[src/swl_pkg.sv]
package swl_pkg;
  localparam int unsigned WORD_BITS   = 10;
  localparam int unsigned CODE_BITS   = 8;
  localparam int unsigned ADDR_BITS   = 2;
  localparam int unsigned NUM_CHAN    = 4;
  localparam logic [7:0]  MIDSCALE    = 8'h80;
  localparam logic [1:0]  ADDR_ONE    = 2'h0;
  localparam logic [1:0]  ADDR_TWO    = 2'h1;
  localparam logic [1:0]  ADDR_THREE  = 2'h2;
  localparam logic [1:0]  ADDR_FOUR   = 2'h3;
  localparam int unsigned ADDR_MSB    = 9;
  localparam int unsigned ADDR_LSB    = 8;
  localparam int unsigned CODE_MSB    = 7;
  localparam logic [3:0]  CNT_ZERO    = 4'h0;
  localparam logic [3:0]  CNT_ONE     = 4'h1;
  localparam logic [3:0]  CNT_FULL    = 4'ha;
endpackage

[src/swl_loader.sv]
`timescale 1ns/10ps
// Functional notes
// - Serial data is sampled on every rising edge of the serial clock, the host keeping it valid there.
// - Bits shift in only while chip select is low, which the host holds for the whole word.
// - When chip select rises the address is decoded and the code goes only to the addressed wiper register.
// - Address 00 picks channel one, 01 channel two, 10 channel three and 11 channel four.
// - While midscale reset is low every wiper register is forced to 80 hex.
// - While power down is low every channel is shut down through the one SHUTDOWN_O output.
module swl_loader (
  input  wire logic                     MCLK_I,
  input  wire logic                     RST_I,
  input  wire logic                     SCLK_I,
  input  wire logic                     CS_N_I,
  input  wire logic                     SERIAL_IN_I,
  input  wire logic                     MIDSCALE_RESET_N_I,
  input  wire logic                     POWER_DOWN_N_I,
  output logic [swl_pkg::CODE_BITS-1:0] WIPER_ONE_O,
  output logic [swl_pkg::CODE_BITS-1:0] WIPER_TWO_O,
  output logic [swl_pkg::CODE_BITS-1:0] WIPER_THREE_O,
  output logic [swl_pkg::CODE_BITS-1:0] WIPER_FOUR_O,
  output logic                          SHUTDOWN_O,
  output logic                          LOAD_DONE_O
);
  import swl_pkg::*;

  typedef enum logic [0:0] {
    ST_IDLE  = 1'b0,
    ST_SHIFT = 1'b1
  } swl_state_type;

  logic               sclk_s;
  logic               cs_n_s;
  logic               sdi_s;
  logic               mrst_n_s;
  logic               pdn_n_s;
  logic               sclk_prev_q;
  logic               cs_prev_q;
  logic               sclk_rise;
  logic               cs_rise;
  logic               cs_fall;
  swl_state_type      state_q;
  swl_state_type      state_d;
  logic [WORD_BITS-1:0] shift_q;
  logic [WORD_BITS-1:0] shift_d;
  logic [3:0]         cnt_q;
  logic [3:0]         cnt_d;
  logic [7:0]         wiper_q [NUM_CHAN];
  logic [7:0]         wiper_d [NUM_CHAN];
  logic               shut_q;
  logic               shut_d;
  logic               done_q;
  logic               done_d;

  swl_sync u_sclk (.clk_i(MCLK_I), .rst_i(RST_I), .async_i(SCLK_I),      .rst_val_i(1'b0), .sync_o(sclk_s));
  swl_sync u_cs   (.clk_i(MCLK_I), .rst_i(RST_I), .async_i(CS_N_I),      .rst_val_i(1'b1), .sync_o(cs_n_s));
  swl_sync u_sdi  (.clk_i(MCLK_I), .rst_i(RST_I), .async_i(SERIAL_IN_I), .rst_val_i(1'b0), .sync_o(sdi_s));
  swl_sync u_mrst (.clk_i(MCLK_I), .rst_i(RST_I), .async_i(MIDSCALE_RESET_N_I), .rst_val_i(1'b1),
                   .sync_o(mrst_n_s));
  swl_sync u_pdn  (.clk_i(MCLK_I), .rst_i(RST_I), .async_i(POWER_DOWN_N_I), .rst_val_i(1'b1),
                   .sync_o(pdn_n_s));

  assign sclk_rise = sclk_s & ~sclk_prev_q;
  assign cs_rise   = cs_n_s & ~cs_prev_q;
  assign cs_fall   = ~cs_n_s & cs_prev_q;

  function automatic logic addr_hit(input logic [1:0] a, input int unsigned ch);
    unique case (a)
      ADDR_ONE:   addr_hit = (ch == 0);
      ADDR_TWO:   addr_hit = (ch == 1);
      ADDR_THREE: addr_hit = (ch == 2);
      ADDR_FOUR:  addr_hit = (ch == 3);
    endcase
  endfunction

  // Shift engine
  always_comb begin
    state_d = state_q;
    shift_d = shift_q;
    cnt_d   = cnt_q;
    unique case (state_q)
      ST_IDLE: begin
        if (cs_fall) begin
          state_d = ST_SHIFT;
          cnt_d   = CNT_ZERO;
          if (sclk_rise) begin
            shift_d = {shift_q[WORD_BITS-2:0], sdi_s};
            cnt_d   = CNT_ONE;
          end
        end
      end
      ST_SHIFT: begin
        if (cs_n_s) begin
          state_d = ST_IDLE;
        end else if (sclk_rise) begin
          shift_d = {shift_q[WORD_BITS-2:0], sdi_s};
          if (cnt_q != CNT_FULL) begin
            cnt_d = cnt_q + CNT_ONE;
          end
        end
      end
    endcase
  end

  // Wiper latches, shutdown and load strobe
  always_comb begin
    for (int i = 0; i < NUM_CHAN; i++) begin
      wiper_d[i] = wiper_q[i];
      if (!mrst_n_s) begin
        wiper_d[i] = MIDSCALE;
      end else if (cs_rise && addr_hit(shift_q[ADDR_MSB:ADDR_LSB], i)) begin
        wiper_d[i] = shift_q[CODE_MSB:0];
      end
    end
    shut_d = ~pdn_n_s;
    done_d = cs_rise & mrst_n_s;
  end

  always_ff @(posedge MCLK_I) begin
    if (RST_I) begin
      state_q     <= ST_IDLE;
      shift_q     <= '0;
      cnt_q       <= CNT_ZERO;
      sclk_prev_q <= 1'b0;
      cs_prev_q   <= 1'b1;
      shut_q      <= 1'b0;
      done_q      <= 1'b0;
      for (int i = 0; i < NUM_CHAN; i++) begin
        wiper_q[i] <= MIDSCALE;
      end
    end else begin
      state_q     <= state_d;
      shift_q     <= shift_d;
      cnt_q       <= cnt_d;
      sclk_prev_q <= sclk_s;
      cs_prev_q   <= cs_n_s;
      shut_q      <= shut_d;
      done_q      <= done_d;
      for (int i = 0; i < NUM_CHAN; i++) begin
        wiper_q[i] <= wiper_d[i];
      end
    end
  end

  always_comb begin
    WIPER_ONE_O   = wiper_q[0];
    WIPER_TWO_O   = wiper_q[1];
    WIPER_THREE_O = wiper_q[2];
    WIPER_FOUR_O  = wiper_q[3];
    SHUTDOWN_O    = shut_q;
    LOAD_DONE_O   = done_q;
  end

  a_shift_on_edge: assert property (@(posedge MCLK_I) disable iff (RST_I)
    (state_q == ST_SHIFT && !cs_n_s && sclk_rise) |=> shift_q == {$past(shift_q[WORD_BITS-2:0]), $past(sdi_s)})
    else $error("shift register did not take serial bit");
  a_hold_when_idle: assert property (@(posedge MCLK_I) disable iff (RST_I)
    (state_q == ST_IDLE && !cs_fall) |=> $stable(shift_q))
    else $error("shift register moved while deselected");
  a_load_addressed: assert property (@(posedge MCLK_I) disable iff (RST_I)
    (cs_rise && mrst_n_s && shift_q[ADDR_MSB:ADDR_LSB] == ADDR_THREE) |=>
      wiper_q[2] == $past(shift_q[CODE_MSB:0]) && $stable(wiper_q[0]) && $stable(wiper_q[1]) && $stable(wiper_q[3]))
    else $error("wrong channel loaded");
  a_addr_one: assert property (@(posedge MCLK_I) disable iff (RST_I)
    (cs_rise && mrst_n_s && shift_q[ADDR_MSB:ADDR_LSB] == ADDR_ONE) |=>
      WIPER_ONE_O == $past(shift_q[CODE_MSB:0]))
    else $error("address 00 did not reach channel one");
  a_addr_four: assert property (@(posedge MCLK_I) disable iff (RST_I)
    (cs_rise && mrst_n_s && shift_q[ADDR_MSB:ADDR_LSB] == ADDR_FOUR) |=>
      WIPER_FOUR_O == $past(shift_q[CODE_MSB:0]))
    else $error("address 11 did not reach channel four");
  a_midscale_force: assert property (@(posedge MCLK_I) disable iff (RST_I)
    !mrst_n_s |=> (WIPER_ONE_O == MIDSCALE && WIPER_TWO_O == MIDSCALE &&
                       WIPER_THREE_O == MIDSCALE && WIPER_FOUR_O == MIDSCALE))
    else $error("midscale reset not applied");
  a_shutdown_follow: assert property (@(posedge MCLK_I) disable iff (RST_I)
    !pdn_n_s |=> SHUTDOWN_O)
    else $error("shutdown not asserted");
  a_shutdown_clear: assert property (@(posedge MCLK_I) disable iff (RST_I)
    pdn_n_s |=> !SHUTDOWN_O)
    else $error("shutdown stuck");
  a_done_pulse: assert property (@(posedge MCLK_I) disable iff (RST_I)
    LOAD_DONE_O |=> !LOAD_DONE_O)
    else $error("load strobe longer than one cycle");
  a_count_bound: assert property (@(posedge MCLK_I) disable iff (RST_I)
    cnt_q <= CNT_FULL)
    else $error("bit count overran word length");
  // Per-channel landing, select framing, counter and status pulse
  a_addr_two: assert property (@(posedge MCLK_I) disable iff (RST_I)
    (cs_rise && mrst_n_s && shift_q[ADDR_MSB:ADDR_LSB] == ADDR_TWO) |=>
      WIPER_TWO_O == $past(shift_q[CODE_MSB:0]))
    else $error("address 01 did not reach channel two");
  a_addr_three: assert property (@(posedge MCLK_I) disable iff (RST_I)
    (cs_rise && mrst_n_s && shift_q[ADDR_MSB:ADDR_LSB] == ADDR_THREE) |=>
      WIPER_THREE_O == $past(shift_q[CODE_MSB:0]))
    else $error("address 10 did not reach channel three");
  a_select_starts: assert property (@(posedge MCLK_I) disable iff (RST_I)
    (state_q == ST_IDLE && cs_fall) |=> state_q == ST_SHIFT)
    else $error("falling select did not start a word");
  a_select_ends: assert property (@(posedge MCLK_I) disable iff (RST_I)
    (state_q == ST_SHIFT && cs_n_s) |=> state_q == ST_IDLE)
    else $error("shifting went on after select rose");
  a_count_clear: assert property (@(posedge MCLK_I) disable iff (RST_I)
    (state_q == ST_IDLE && cs_fall && !sclk_rise) |=> cnt_q == CNT_ZERO)
    else $error("bit count not cleared at word start");
  a_count_step: assert property (@(posedge MCLK_I) disable iff (RST_I)
    (state_q == ST_SHIFT && !cs_n_s && sclk_rise && cnt_q != CNT_FULL) |=> cnt_q == $past(cnt_q) + CNT_ONE)
    else $error("bit count did not advance");
  a_done_on_load: assert property (@(posedge MCLK_I) disable iff (RST_I)
    (cs_rise && mrst_n_s) |=> LOAD_DONE_O)
    else $error("no load strobe after select rose");
  a_done_quiet: assert property (@(posedge MCLK_I) disable iff (RST_I)
    !(cs_rise && mrst_n_s) |=> !LOAD_DONE_O)
    else $error("load strobe without a load");
  a_wiper_hold: assert property (@(posedge MCLK_I) disable iff (RST_I)
    (!cs_rise && mrst_n_s) |=>
      $stable(WIPER_ONE_O) && $stable(WIPER_TWO_O) && $stable(WIPER_THREE_O) && $stable(WIPER_FOUR_O))
    else $error("wiper changed without a load");
  a_midscale_no_done: assert property (@(posedge MCLK_I) disable iff (RST_I)
    !mrst_n_s |=> !LOAD_DONE_O)
    else $error("load strobe during midscale reset");

  c_full_word:  cover property (@(posedge MCLK_I) disable iff (RST_I) cs_rise && cnt_q == CNT_FULL);
  c_load_two:   cover property (@(posedge MCLK_I) disable iff (RST_I)
    cs_rise && mrst_n_s && shift_q[ADDR_MSB:ADDR_LSB] == ADDR_TWO);
  c_midscale:   cover property (@(posedge MCLK_I) disable iff (RST_I) !mrst_n_s ##1 mrst_n_s);
  c_shutdown:   cover property (@(posedge MCLK_I) disable iff (RST_I) SHUTDOWN_O ##1 !SHUTDOWN_O);
  c_load_four:  cover property (@(posedge MCLK_I) disable iff (RST_I)
    cs_rise && mrst_n_s && shift_q[ADDR_MSB:ADDR_LSB] == ADDR_FOUR);
endmodule

[src/swl_sync.sv]
`timescale 1ns/10ps
module swl_sync (
  input  wire logic clk_i,
  input  wire logic rst_i,
  input  wire logic async_i,
  input  wire logic rst_val_i,
  output logic      sync_o
);
  logic meta_q;
  logic meta_d;
  logic sync_d;

  always_comb begin
    meta_d = async_i;
    sync_d = meta_q;
  end

  // Reset value is a port only for the flops' synchronous reset, which is allowed
  always_ff @(posedge clk_i) begin
    if (rst_i) begin
      meta_q <= rst_val_i;
      sync_o <= rst_val_i;
    end else begin
      meta_q <= meta_d;
      sync_o <= sync_d;
    end
  end
endmodule

[config.mk]
export PLATFORM = sky130hd
export DESIGN_NAME = swl_loader
export DESIGN_NICKNAME = d
export VERILOG_FILES = /design/src/swl_pkg.sv /design/src/swl_loader.sv /design/src/swl_sync.sv
export SDC_FILE = /design/constraint.sdc
export NUM_CORES = 1
export LEC_CHECK = 0
export BUFFER_PORTS_ARGS = -buffer_cell sky130_fd_sc_hd__buf_2
export CAP_MARGIN = 5
export CORE_ASPECT_RATIO = 1.25
export CORE_MARGIN = 5
export CORE_UTILIZATION = 56
export CTS_CLUSTER_DIAMETER = 60
export DETAILED_ROUTE_END_ITERATION = 16
export GPL_TIMING_DRIVEN = 1
export PLACE_DENSITY = 0.89
export SETUP_SLACK_MARGIN = 0.02
export SLEW_MARGIN = 40
export SYNTH_ARGS = -nofsm -noshare
export SYNTH_HDL_FRONTEND = slang
export SYNTH_SLANG_ARGS = --single-unit
[constraint.sdc]
create_clock -name MCLK_I -period 2.07 [get_ports MCLK_I]
set_input_delay 0.5175 -clock MCLK_I [delete_from_list [all_inputs] [get_ports MCLK_I]]
set_output_delay 0.5175 -clock MCLK_I [all_outputs]
set_load 0.01 [all_outputs]
==> flow_metrics.tcl, run 1 <==
set metrics [dict create \
    outcome "complete, no violations" \
    ys_seq_area_frac 0.591 \
    drive_gt1_frac 0.345 \
    syn-num-nets 192 \
    port_buffers 40 \
    initial_core_util 0.588 \
    yosysTopAreaCell "dfxtp_1" \
    ys_top_cells_by_count "dfxtp_1, nand3_1, o21ai_0" \
    initialDrtViolationCount 69 \
    cts_max_level 3 \
    dpl_cell_area_mm2 0.00218 \
    start_kind "register" \
    yosys.area_share.adder 0 \
    crit_chain "or4b_1, buf_4, mux2i_1, nand2_1" \
    postSynthAreaPerCell_um2 10.4 \
    cts_root_buffer "clkbuf_8" \
    synthXorXnorAreaFrac 0 \
    clkTransAtPathRegs_ns 0.06 \
    ctsResizeCount 0 \
    ys_types 20 \
    combPwrFrac 0.025 \
    grt_use_total 0.166 \
    fin_area_mm2 0.00237 \
    vdd_ir_drop_max_v 0.000803 \
    setup-tns-final_ns 0 \
    cp.required_ns 2.28 \
    postSynthCellCount 185 \
    drc 0 \
    power_switching_uw 427 \
    cap_violations 0 \
    cts_tree "done" \
    firstDrtPassIters 4 \
    io_pins 41 \
    clkSinkCount 57 \
    synth_ff_type "dfxtp_1" \
    yosysMostFrequentCell "dfxtp_1" \
    wl_met3_um 293 \
    ys_ff_latch 57 \
    wl_met1_um 1610 \
    avgRoutedWirePerCell_um 13.9 \
    final_nets 237 \
    die_area_mm2 0.00473 \
    p_leak_uw 0.000992 \
    max-slew-margin-rel 0.779 \
    post_cts_buffers 0 \
    setup_viol 0 \
    vias_per_cell 5.34 \
    async_flop_share 0 \
    die_h_um 75.6 \
    period_share 0.697 \
    slowest_delay_ns 0.45 \
    cts_made_buffers 9 \
    power_frac_seq 0.519 \
    critPathMaxFanout 15 \
    fp.coreArea_mm2 0.00328 \
    rsz0062_at_grt "no" \
    die_w_um 62.5 \
    critPathSlowestCell "or4b_1" \
    wl_um 3780 \
    grt_remaining_overflow 0 \
    antenna_cells 0 \
    holdBufCountCts 0 \
    synth_mux_area_frac 0.0726 \
    post-route-min-period_ns 1.44 \
    grt_pass1_wl_um 6060 \
    skew_ns 0.00728 \
    drv_slew 0 \
    whs_endpoint "u_pdn.meta_q$_SDFF_PP1_" \
    antenna_found_initial 0 \
    crit_start "u_cs.sync_o$_SDFF_PP1_" \
    critPathCaptureType "register" \
    p_int_uw 1720 \
    fp-row-count 23 \
    r2r_cells 4 \
    grt_pass1_vias 1282 \
    vias 1452 \
    synth_compound_area_frac 0.0862 \
    sw_frac_of_total 0.199 \
    syn_area_mm2 0.00193 \
    regToRegStartpoint "u_cs.sync_o$_SDFF_PP1_" \
    ff2ff_setup_slack_ns 0.63 \
    min_path_cells 2 \
    hp-start "POWER_DOWN_N_I" \
    yosys_warnings 0 \
    tightestPinTransition_ns 0.332 \
    clk_latency_ns 0.32 \
    place_congestion 0.767 \
    critical-path-top-delay-family "simple AND/OR/NAND/NOR gates" \
    synth-simple-area-share 0.216 \
    synth_top_family_by_area "simple AND/OR/NAND/NOR gates" \
    routed.top_layer "met4" \
    hp-class "in -> reg" \
    synth_top_area_frac 0.591 \
    dr_wl_met2_um 1790 \
    synth.area.top_cells "dfxtp_1, mux2i_1, nand3_1" \
    critPathKind "reg -> reg" \
    path_buf_inv 1 \
    pwr-share-clk 0.456 \
    cp.arrival_ns 1.65 \
    r2r_end "wiper_q[0][7]$_SDFFE_PP1P_" \
    hold_violations 0 \
    dp_hpwl_um 2650 \
    synth_edf_count 0 \
    ant_nets 0 \
    max_freq_ghz 0.693 \
    cts_buffer_depth 2 \
    grt_max_degree 33 \
    synthToLayoutAreaGrowth_pct 22.7 \
    power.density_mw_per_mm2 905 \
]
## through the flow
| stage | worst slack, ns | hold WS [ns] | util | power (uW) | instances |
|---|---|---|---|---|---|
| after floorplan | 0.720 | 0.368 | - | 1170 | 185 |
| after global placement | 0.607 | 0.370 | 0.665 | 1190 | 256 |
| after detailed placement | 0.529 | 0.378 | 0.665 | 1190 | 256 |
| after CTS | 0.618 | 0.364 | 0.722 | 2160 | 272 |
| after global routing | 0.537 | 0.360 | 0.722 | 2230 | 272 |
| final | 0.628 | 0.375 | 0.722 | 2140 | 272 |
## placed cells by master, fill, tap and decap left out, types with 7 or more instances in the layout
master | synthesis | layout
dfxtp_1 | 57 | 57
buf_2 | 3 | 40
nand3_1 | 25 | 25
o21ai_0 | 21 | 21
mux2i_1 | 14 | 14
nand2_1 | 11 | 11
nand2b_1 | 11 | 11
clkbuf_8 | 0 | 10
buf_4 | 0 | 8
or2_2 | 7 | 7
o21ai_2 | 7 | 7
## cell families after synthesis
logic type             Yosys count
AOI/OAI and AO/OA               28
buffers and inverters           14
DFF                             57
muxes                           14
and+or+nand+nor                 72
## registers in the layout, indices dropped and copies added, names as in the netlist
register and flops:
wiper_q 32, shift_q 10, LOAD_DONE_O 1, SHUTDOWN_O 1, cs_prev_q 1, sclk_prev_q 1, state_q 1, u_cs.meta_q 1
u_cs.sync_o 1, u_mrst.meta_q 1, u_mrst.sync_o 1, u_pdn.meta_q 1, u_pdn.sync_o 1, u_sclk.meta_q 1, u_sclk.sync_o 1, u_sdi.meta_q 1
u_sdi.sync_o 1
## worst max path at each step
stage / slack, ns / to / cells after the start
final: 0.63 / wiper_q[0][7]$_SDFFE_PP1P_ / 4
after detailed placement: 0.53 / wiper_q[1][4]$_SDFFE_PP0P_ / 6
after global placement: 0.61 / wiper_q[2][5]$_SDFFE_PP0P_ / 6
after floorplan: 0.72 / wiper_q[0][4]$_SDFFE_PP0P_ / 5
after global routing: 0.54 / wiper_q[0][7]$_SDFFE_PP1P_ / 4
after CTS: 0.62 / wiper_q[0][7]$_SDFFE_PP1P_ / 4
## power groups by stage
stage / logic (uW) / clock network (uW) / registers, uW
3_3_place_gp: 52.0 / 0 / 1140
2_1_floorplan: 36.8 / 0 / 1140
5_1_grt: 58.5 / 1050 / 1110
6_report: 53.3 / 978 / 1110
3_5_place_dp: 53.5 / 0 / 1140
4_1_cts: 53.7 / 997 / 1110
## layout make-up
cell class / count / area (um^2)
Sequential cell: 57 / 1140
Fill cell: 256 / 911
Multi-Input combinational cell: 114 / 733
Timing Repair Buffer: 48 / 260
Clock buffer: 13 / 149
Tap cell: 37 / 46.3
Clock inverter: 3 / 40.0
## metal layers
| metal | global-route usage | up-vias |
|---|---|---|
| li1 | - | 720 |
| met1 | 0.195 | 674 |
| met2 | 0.256 | 50 |
| met3 | 0.0664 | 8 |
| met5 | 0 | - |
| met4 | 0.106 | 0 |
No activity file was read; power rests on OpenSTA's default activity.
==> run 2, diff against run 1 <==
--- a/config.mk
+++ b/config.mk
@@ -9,11 +9,11 @@
 export CAP_MARGIN = 5
 export CORE_ASPECT_RATIO = 1.25
 export CORE_MARGIN = 5
-export CORE_UTILIZATION = 56
+export CORE_UTILIZATION = 52
 export CTS_CLUSTER_DIAMETER = 60
 export DETAILED_ROUTE_END_ITERATION = 16
 export GPL_TIMING_DRIVEN = 1
-export PLACE_DENSITY = 0.89
+export PLACE_DENSITY = 0.84
 export SETUP_SLACK_MARGIN = 0.02
 export SLEW_MARGIN = 40
 export SYNTH_ARGS = -nofsm -noshare
==> constraint.sdc (replaced) <==
create_clock -name MCLK_I -period 1.37 [get_ports MCLK_I]
set_input_delay 0.3425 -clock MCLK_I [delete_from_list [all_inputs] [get_ports MCLK_I]]
set_output_delay 0.3425 -clock MCLK_I [all_outputs]
set_load 0.01 [all_outputs]
==> run 2 against run 1 <==
Net effect: sequential share of layout area fell by 1.3 points; maximum frequency rose by 11%; sequential cell count did not move; first-iteration DRC count rose by 13%; total power rose by 44%; die area rose by 6.6%; via count rose by 1.4%; cell count rose by 3.3%.
==> flow_metrics.tcl, run 2 (same netlist as run 1, synthesis figures left out) <==
set metrics [dict create \
    clk_latency_ns 0.32 \
    firstDrtPassIters 4 \
    grt_remaining_overflow 0 \
    critPathSlowestCell "or4b_4" \
    cp.arrival_ns 1.51 \
    antenna_cells 0 \
    final_nets 246 \
    io_pins 41 \
    largest-register "wiper_q" \
    vdd_ir_drop_max_v 0.000785 \
    use_met2 0.268 \
    final_common_cell "dfxtp_1" \
    dp_cells 267 \
    dp_hpwl_um 2680 \
    r2r_end "wiper_q[0][3]$_SDFFE_PP0P_" \
    dpl_cell_area_mm2 0.00226 \
    hold_violations 0 \
    critPathMaxFanout 14 \
    slowest_delay_ns 0.54 \
    ant_nets 0 \
    whs_endpoint "u_cs.meta_q$_SDFF_PP1_" \
    fp.coreArea_mm2 0.00354 \
    setup_viol 0 \
    vias_per_cell 5.24 \
    grt_util_met1 0.189 \
    hp-start "CS_N_I" \
    min_path_cells 2 \
    cts_root_buffer "clkbuf_8" \
    outcome "complete, no violations" \
    final_cell_mix "dfxtp_1, buf_2, nand3_1, o21ai_0" \
    start_kind "register" \
    cts_buffer_depth 2 \
    grt_pass1_wl_um 6490 \
    die_w_um 64.5 \
    period_share 0.949 \
    post_cts_buffers 0 \
    synthToLayoutAreaGrowth_pct 26.3 \
    tightestPinTransition_ns 0.191 \
    drive_gt1_frac 0.372 \
    avgRoutedWirePerCell_um 13.2 \
    cp.required_ns 1.58 \
    crit_chain "or4b_4, buf_6, nand3_1, o21ai_2" \
    met3_usage 0.0643 \
    fp-row-count 24 \
    wl_um 3710 \
    max_freq_ghz 0.769 \
    rsz0062_at_grt "yes" \
    power.density_mw_per_mm2 1260 \
    port_buffers 40 \
    clkSinkCount 57 \
    regToRegStartpoint "cs_prev_q$_SDFF_PP1_" \
    cts_max_level 3 \
    critPathCaptureType "register" \
    skew_ns 0.00364 \
    clkTransAtPathRegs_ns 0.05 \
    place_congestion 0.751 \
    p_total_uw 3080 \
    drv_slew 0 \
    vias 1472 \
    grt-busiest-layer "met2" \
    die_h_um 78.1 \
    die_area_mm2 0.00504 \
    initialDrtViolationCount 78 \
    cts_tree "done" \
    cts_made_buffers 9 \
    p_leak_uw 0.00103 \
    fin_area_mm2 0.00244 \
    largest_reg_flops 32 \
    reg_top3 "wiper_q (32), shift_q (10)" \
    grt_max_degree 25 \
    hp-class "in -> reg" \
    post-route-min-period_ns 1.30 \
    finalNonFillerCells 281 \
    grt_use_total 0.167 \
    grt_pass1_vias 1372 \
    r2r_cells 4 \
    antenna_found_initial 0 \
    path_buf_inv 1 \
    initial_core_util 0.545 \
    ff2ff_setup_slack_ns 0.07 \
    crit_start "cs_prev_q$_SDFF_PP1_" \
    max-slew-margin-rel 0.872 \
    cap_violations 0 \
    critical-path-top-delay-family "simple AND/OR/NAND/NOR gates" \
    critPathKind "reg -> reg" \
    drc 0 \
]
[run 2: worst max-delay path by stage]
| stage | depth (start not counted) | end |
|---|---|---|
| finish | 4 | wiper_q[0][3]$_SDFFE_PP0P_ |
| detailed placement | 4 | wiper_q[0][1]$_SDFFE_PP0P_ |
| CTS | 4 | wiper_q[0][7]$_SDFFE_PP1P_ |
| floorplan | 5 | wiper_q[0][4]$_SDFFE_PP0P_ |
| global placement | 4 | wiper_q[0][1]$_SDFFE_PP0P_ |
| global route | 4 | wiper_q[0][7]$_SDFFE_PP1P_ |
[run 2: timing repair]
item                                   CTS  global route
hold buffers                             0             0
pin swaps                                0             2
setup endpoints to repair                1             5
endpoints found under the hold margin    0             0
resized for setup                        1             3
[run 2: per-layer routing]
layer  share of wire  vias to the layer above
li1                -                      744
met1            0.43                      674
met2            0.47                       43
met3           0.071                       11
met4           0.028                        0
met5               0                        -
[run 2: worst register-to-register path, stage by stage (launching register included)]
cell and delay (ns):
dfxtp_2 0.32, or4b_4 0.55, buf_6 0.18, nand3_1 0.10
o21ai_2 0.05
[run 2: layout make-up]
class	count	area [um^2]
Clock buffer	14	163
Fill cell	268	1100
Multi-Input combinational cell	114	737
Sequential cell	57	1140
Tap cell	39	48.8
Timing Repair Buffer	57	348
[run 2: power breakdown]
part           internal [uW]  leakage, uW  switching, uW
clock network            736    0.0000826            558
logic                   51.6     0.000485           51.9
registers               1680     0.000461           5.03
total                   2460      0.00103            615
[run 2: per-stage QoR]
step / hold slack, ns / setup TNS, ns / worst slack (ns) / utilization
after detailed placement: 0.386 / 0 / 0.0346 / 0.639
after floorplan: 0.368 / 0 / 0.0201 / -
final: 0.201 / 0 / 0.0699 / 0.688
after global routing: 0.189 / -0.0241 / -0.0241 / 0.688
after CTS: 0.182 / 0 / 0.0419 / 0.686
after global placement: 0.381 / 0 / 0.0631 / 0.639
==> run 3, diff against run 2 <==
--- a/config.mk
+++ b/config.mk
@@ -5,9 +5,8 @@
 export SDC_FILE = /design/constraint.sdc
 export NUM_CORES = 1
 export LEC_CHECK = 0
-export BUFFER_PORTS_ARGS = -buffer_cell sky130_fd_sc_hd__buf_2
+export BUFFER_PORTS_ARGS = -buffer_cell sky130_fd_sc_hd__buf_4
 export CAP_MARGIN = 5
-export CORE_ASPECT_RATIO = 1.25
 export CORE_MARGIN = 5
 export CORE_UTILIZATION = 52
 export CTS_CLUSTER_DIAMETER = 60
==> run 3 against run 2 <==
Net effect: global-route usage is 0.65 points lower; die area shrank 0.16%; setup slack lost 0.066 ns; core utilization rose by 0.84 points; non-clock buffer count shrank 2; total power shrank 4.5%; final area grew 3.8%; clock skew is essentially flat; combinational power about the same; routed wire length increased by 6.6%.
==> flow_metrics.tcl, run 3 (same netlist as run 1, synthesis figures left out) <==
set metrics [dict create \
    outcome "complete, no violations" \
    drive_gt1_frac 0.378 \
    power_switching_uw 606 \
    vdd_ir_drop_max_v 0.000763 \
    p_leak_uw 0.00102 \
    die_area_mm2 0.00503 \
    die_w_um 70.9 \
    max-slew-margin-rel 0.865 \
    initialDrtViolationCount 156 \
    dpl_cell_area_mm2 0.00234 \
    p_int_uw 2340 \
    setup-tns-final_ns 0 \
    hold_violations 0 \
    dp_hpwl_um 2710 \
    vias_per_cell 5.04 \
    critPathKind "reg -> reg" \
    largest-register "wiper_q" \
    critical-path-top-delay-family "simple AND/OR/NAND/NOR gates" \
    drc 0 \
    slowest_delay_ns 0.54 \
    critPathMaxFanout 6 \
    port_buffers 40 \
    final_nets 244 \
    routed.top_layer "met4" \
    reg_top3 "wiper_q (32), shift_q (10)" \
    grt_pass1_vias 1322 \
    fp.coreArea_mm2 0.00363 \
    clkSinkCount 57 \
    grt_pass1_wl_um 6150 \
    fill_cells 290 \
    timing.hold.ws_ns 0.203 \
    io_pins 41 \
    die_h_um 70.9 \
    grt_use_total 0.161 \
    finalNonFillerCells 286 \
    power.density_mw_per_mm2 1160 \
    antenna_found_initial 0 \
    synthToLayoutAreaGrowth_pct 31.1 \
    drv_slew 0 \
    initial_core_util 0.531 \
    firstDrtPassIters 5 \
    tightestPinTransition_ns 0.202 \
    clk_latency_ns 0.32 \
    skew_ns 0.00366 \
    sw_frac_of_total 0.206 \
    clkTransAtPathRegs_ns 0.06 \
    cts_root_buffer "clkbuf_8" \
    cts_max_level 3 \
    grt_max_degree 41 \
    fin_util 0.697 \
    setup_viol 0 \
    place_congestion 0.755 \
    pwr-share-clk 0.394 \
    ant_nets 0 \
    fin_area_mm2 0.00253 \
    multiInputGateArea_um2 747 \
    cap_violations 0 \
    hp-class "in -> reg" \
    antenna_cells 0 \
    path_buf_inv 2 \
    holdBufCountCts 0 \
    wl_um 3950 \
    rsz0062_at_grt "yes" \
    dr_wl_met2_um 1990 \
    largest_reg_flops 32 \
    cts_tree "done" \
    max_freq_ghz 0.732 \
    cp.required_ns 1.58 \
    vias 1442 \
    combPwrFrac 0.035 \
    avgRoutedWirePerCell_um 13.8 \
    wl_met1_um 1700 \
    wl_met3_um 211 \
    regArea_mm2 0.00114 \
    fp-row-count 22 \
    dp_cells 271 \
    cp.arrival_ns 1.58 \
    power_frac_seq 0.572 \
    critPathCaptureType "register" \
    post-route-min-period_ns 1.37 \
    cts_made_buffers 9 \
    final_common_cell "dfxtp_1" \
    final_cell_mix "dfxtp_1, buf_4, nand3_1, o21ai_0, mux2i_1" \
    critPathSlowestCell "or4b_4" \
    cts_buffer_depth 2 \
    period_share 0.997 \
    crit_chain "or4b_4, buf_8, buf_6, nand3_2, o21ai_2" \
    grt_remaining_overflow 0 \
    start_kind "register" \
]
-- run 3: changes by cell type in the layout (fill, tap and decap cells not counted) --
cell      delta
buf_2       -40
buf_4       +37
buf_8        +2
clkbuf_1     -2
clkbuf_8     -2
clkinv_2     +2
nand3_1      -2
nand3_2      +2
buf_6        -1
-- run 3: area by class of cell --
type	instances	area share
multi-input cells	114	0.295
repair buffers	55	0.175
well taps	48	0.0237
clock inverters	2	0.00395
flip-flops and latches	57	0.451
clock buffers	10	0.0504
-- run 3: path summary, 6_finish.rpt --
check,from,endpoint,slack (ns),cells after the start
setup / recovery,cs_prev_q$_SDFF_PP1_,wiper_q[0][2]$_SDFFE_PP0P_,0.004,5
hold / removal,CS_N_I,u_cs.meta_q$_SDFF_PP1_,0.20,2
setup reg to reg,cs_prev_q$_SDFF_PP1_,wiper_q[0][2]$_SDFFE_PP0P_,0.004,5
hold reg to reg,u_pdn.sync_o$_SDFF_PP1_,SHUTDOWN_O$_SDFF_PP0_,0.38,1
-- run 3: worst reg2reg max path, stage by stage, from the launching register on --
cell     delay (ns)
dfxtp_1        0.31
or4b_4         0.54
buf_8          0.15
buf_6          0.13
nand3_2        0.07
o21ai_2        0.05
-- run 3: power groups by stage --
stage / sequential [uW] / combinational (uW) / clock, uW
2_1_floorplan: 1720 / 55.6 / 0
3_3_place_gp: 1720 / 93.8 / 0
3_5_place_dp: 1720 / 94.8 / 0
4_1_cts: 1680 / 95.6 / 1190
5_1_grt: 1680 / 112 / 1280
6_report: 1680 / 102 / 1160
-- run 3: through the flow --
step | power, uW | worst slack (ns)
after global routing | 3070 | -0.0245
after detailed placement | 1810 | -0.000239
after CTS | 2970 | 0.0104
final | 2940 | 0.00393
after global placement | 1810 | 0.0325
after floorplan | 1770 | 0.0201
-- run 3: metal layers --
metal	vias up	global-route usage
met5	-	0
met4	0	0.0793
met3	6	0.0753
met2	35	0.263
met1	667	0.175
li1	734	-
-- run 3: what timing repair did --
| action | CTS | global route |
|---|---|---|
| pin swaps | 0 | 1 |
| setup buffers | 0 | 3 |
| resized for setup | 1 | 10 |
| setup endpoints to repair | 2 | 1 |
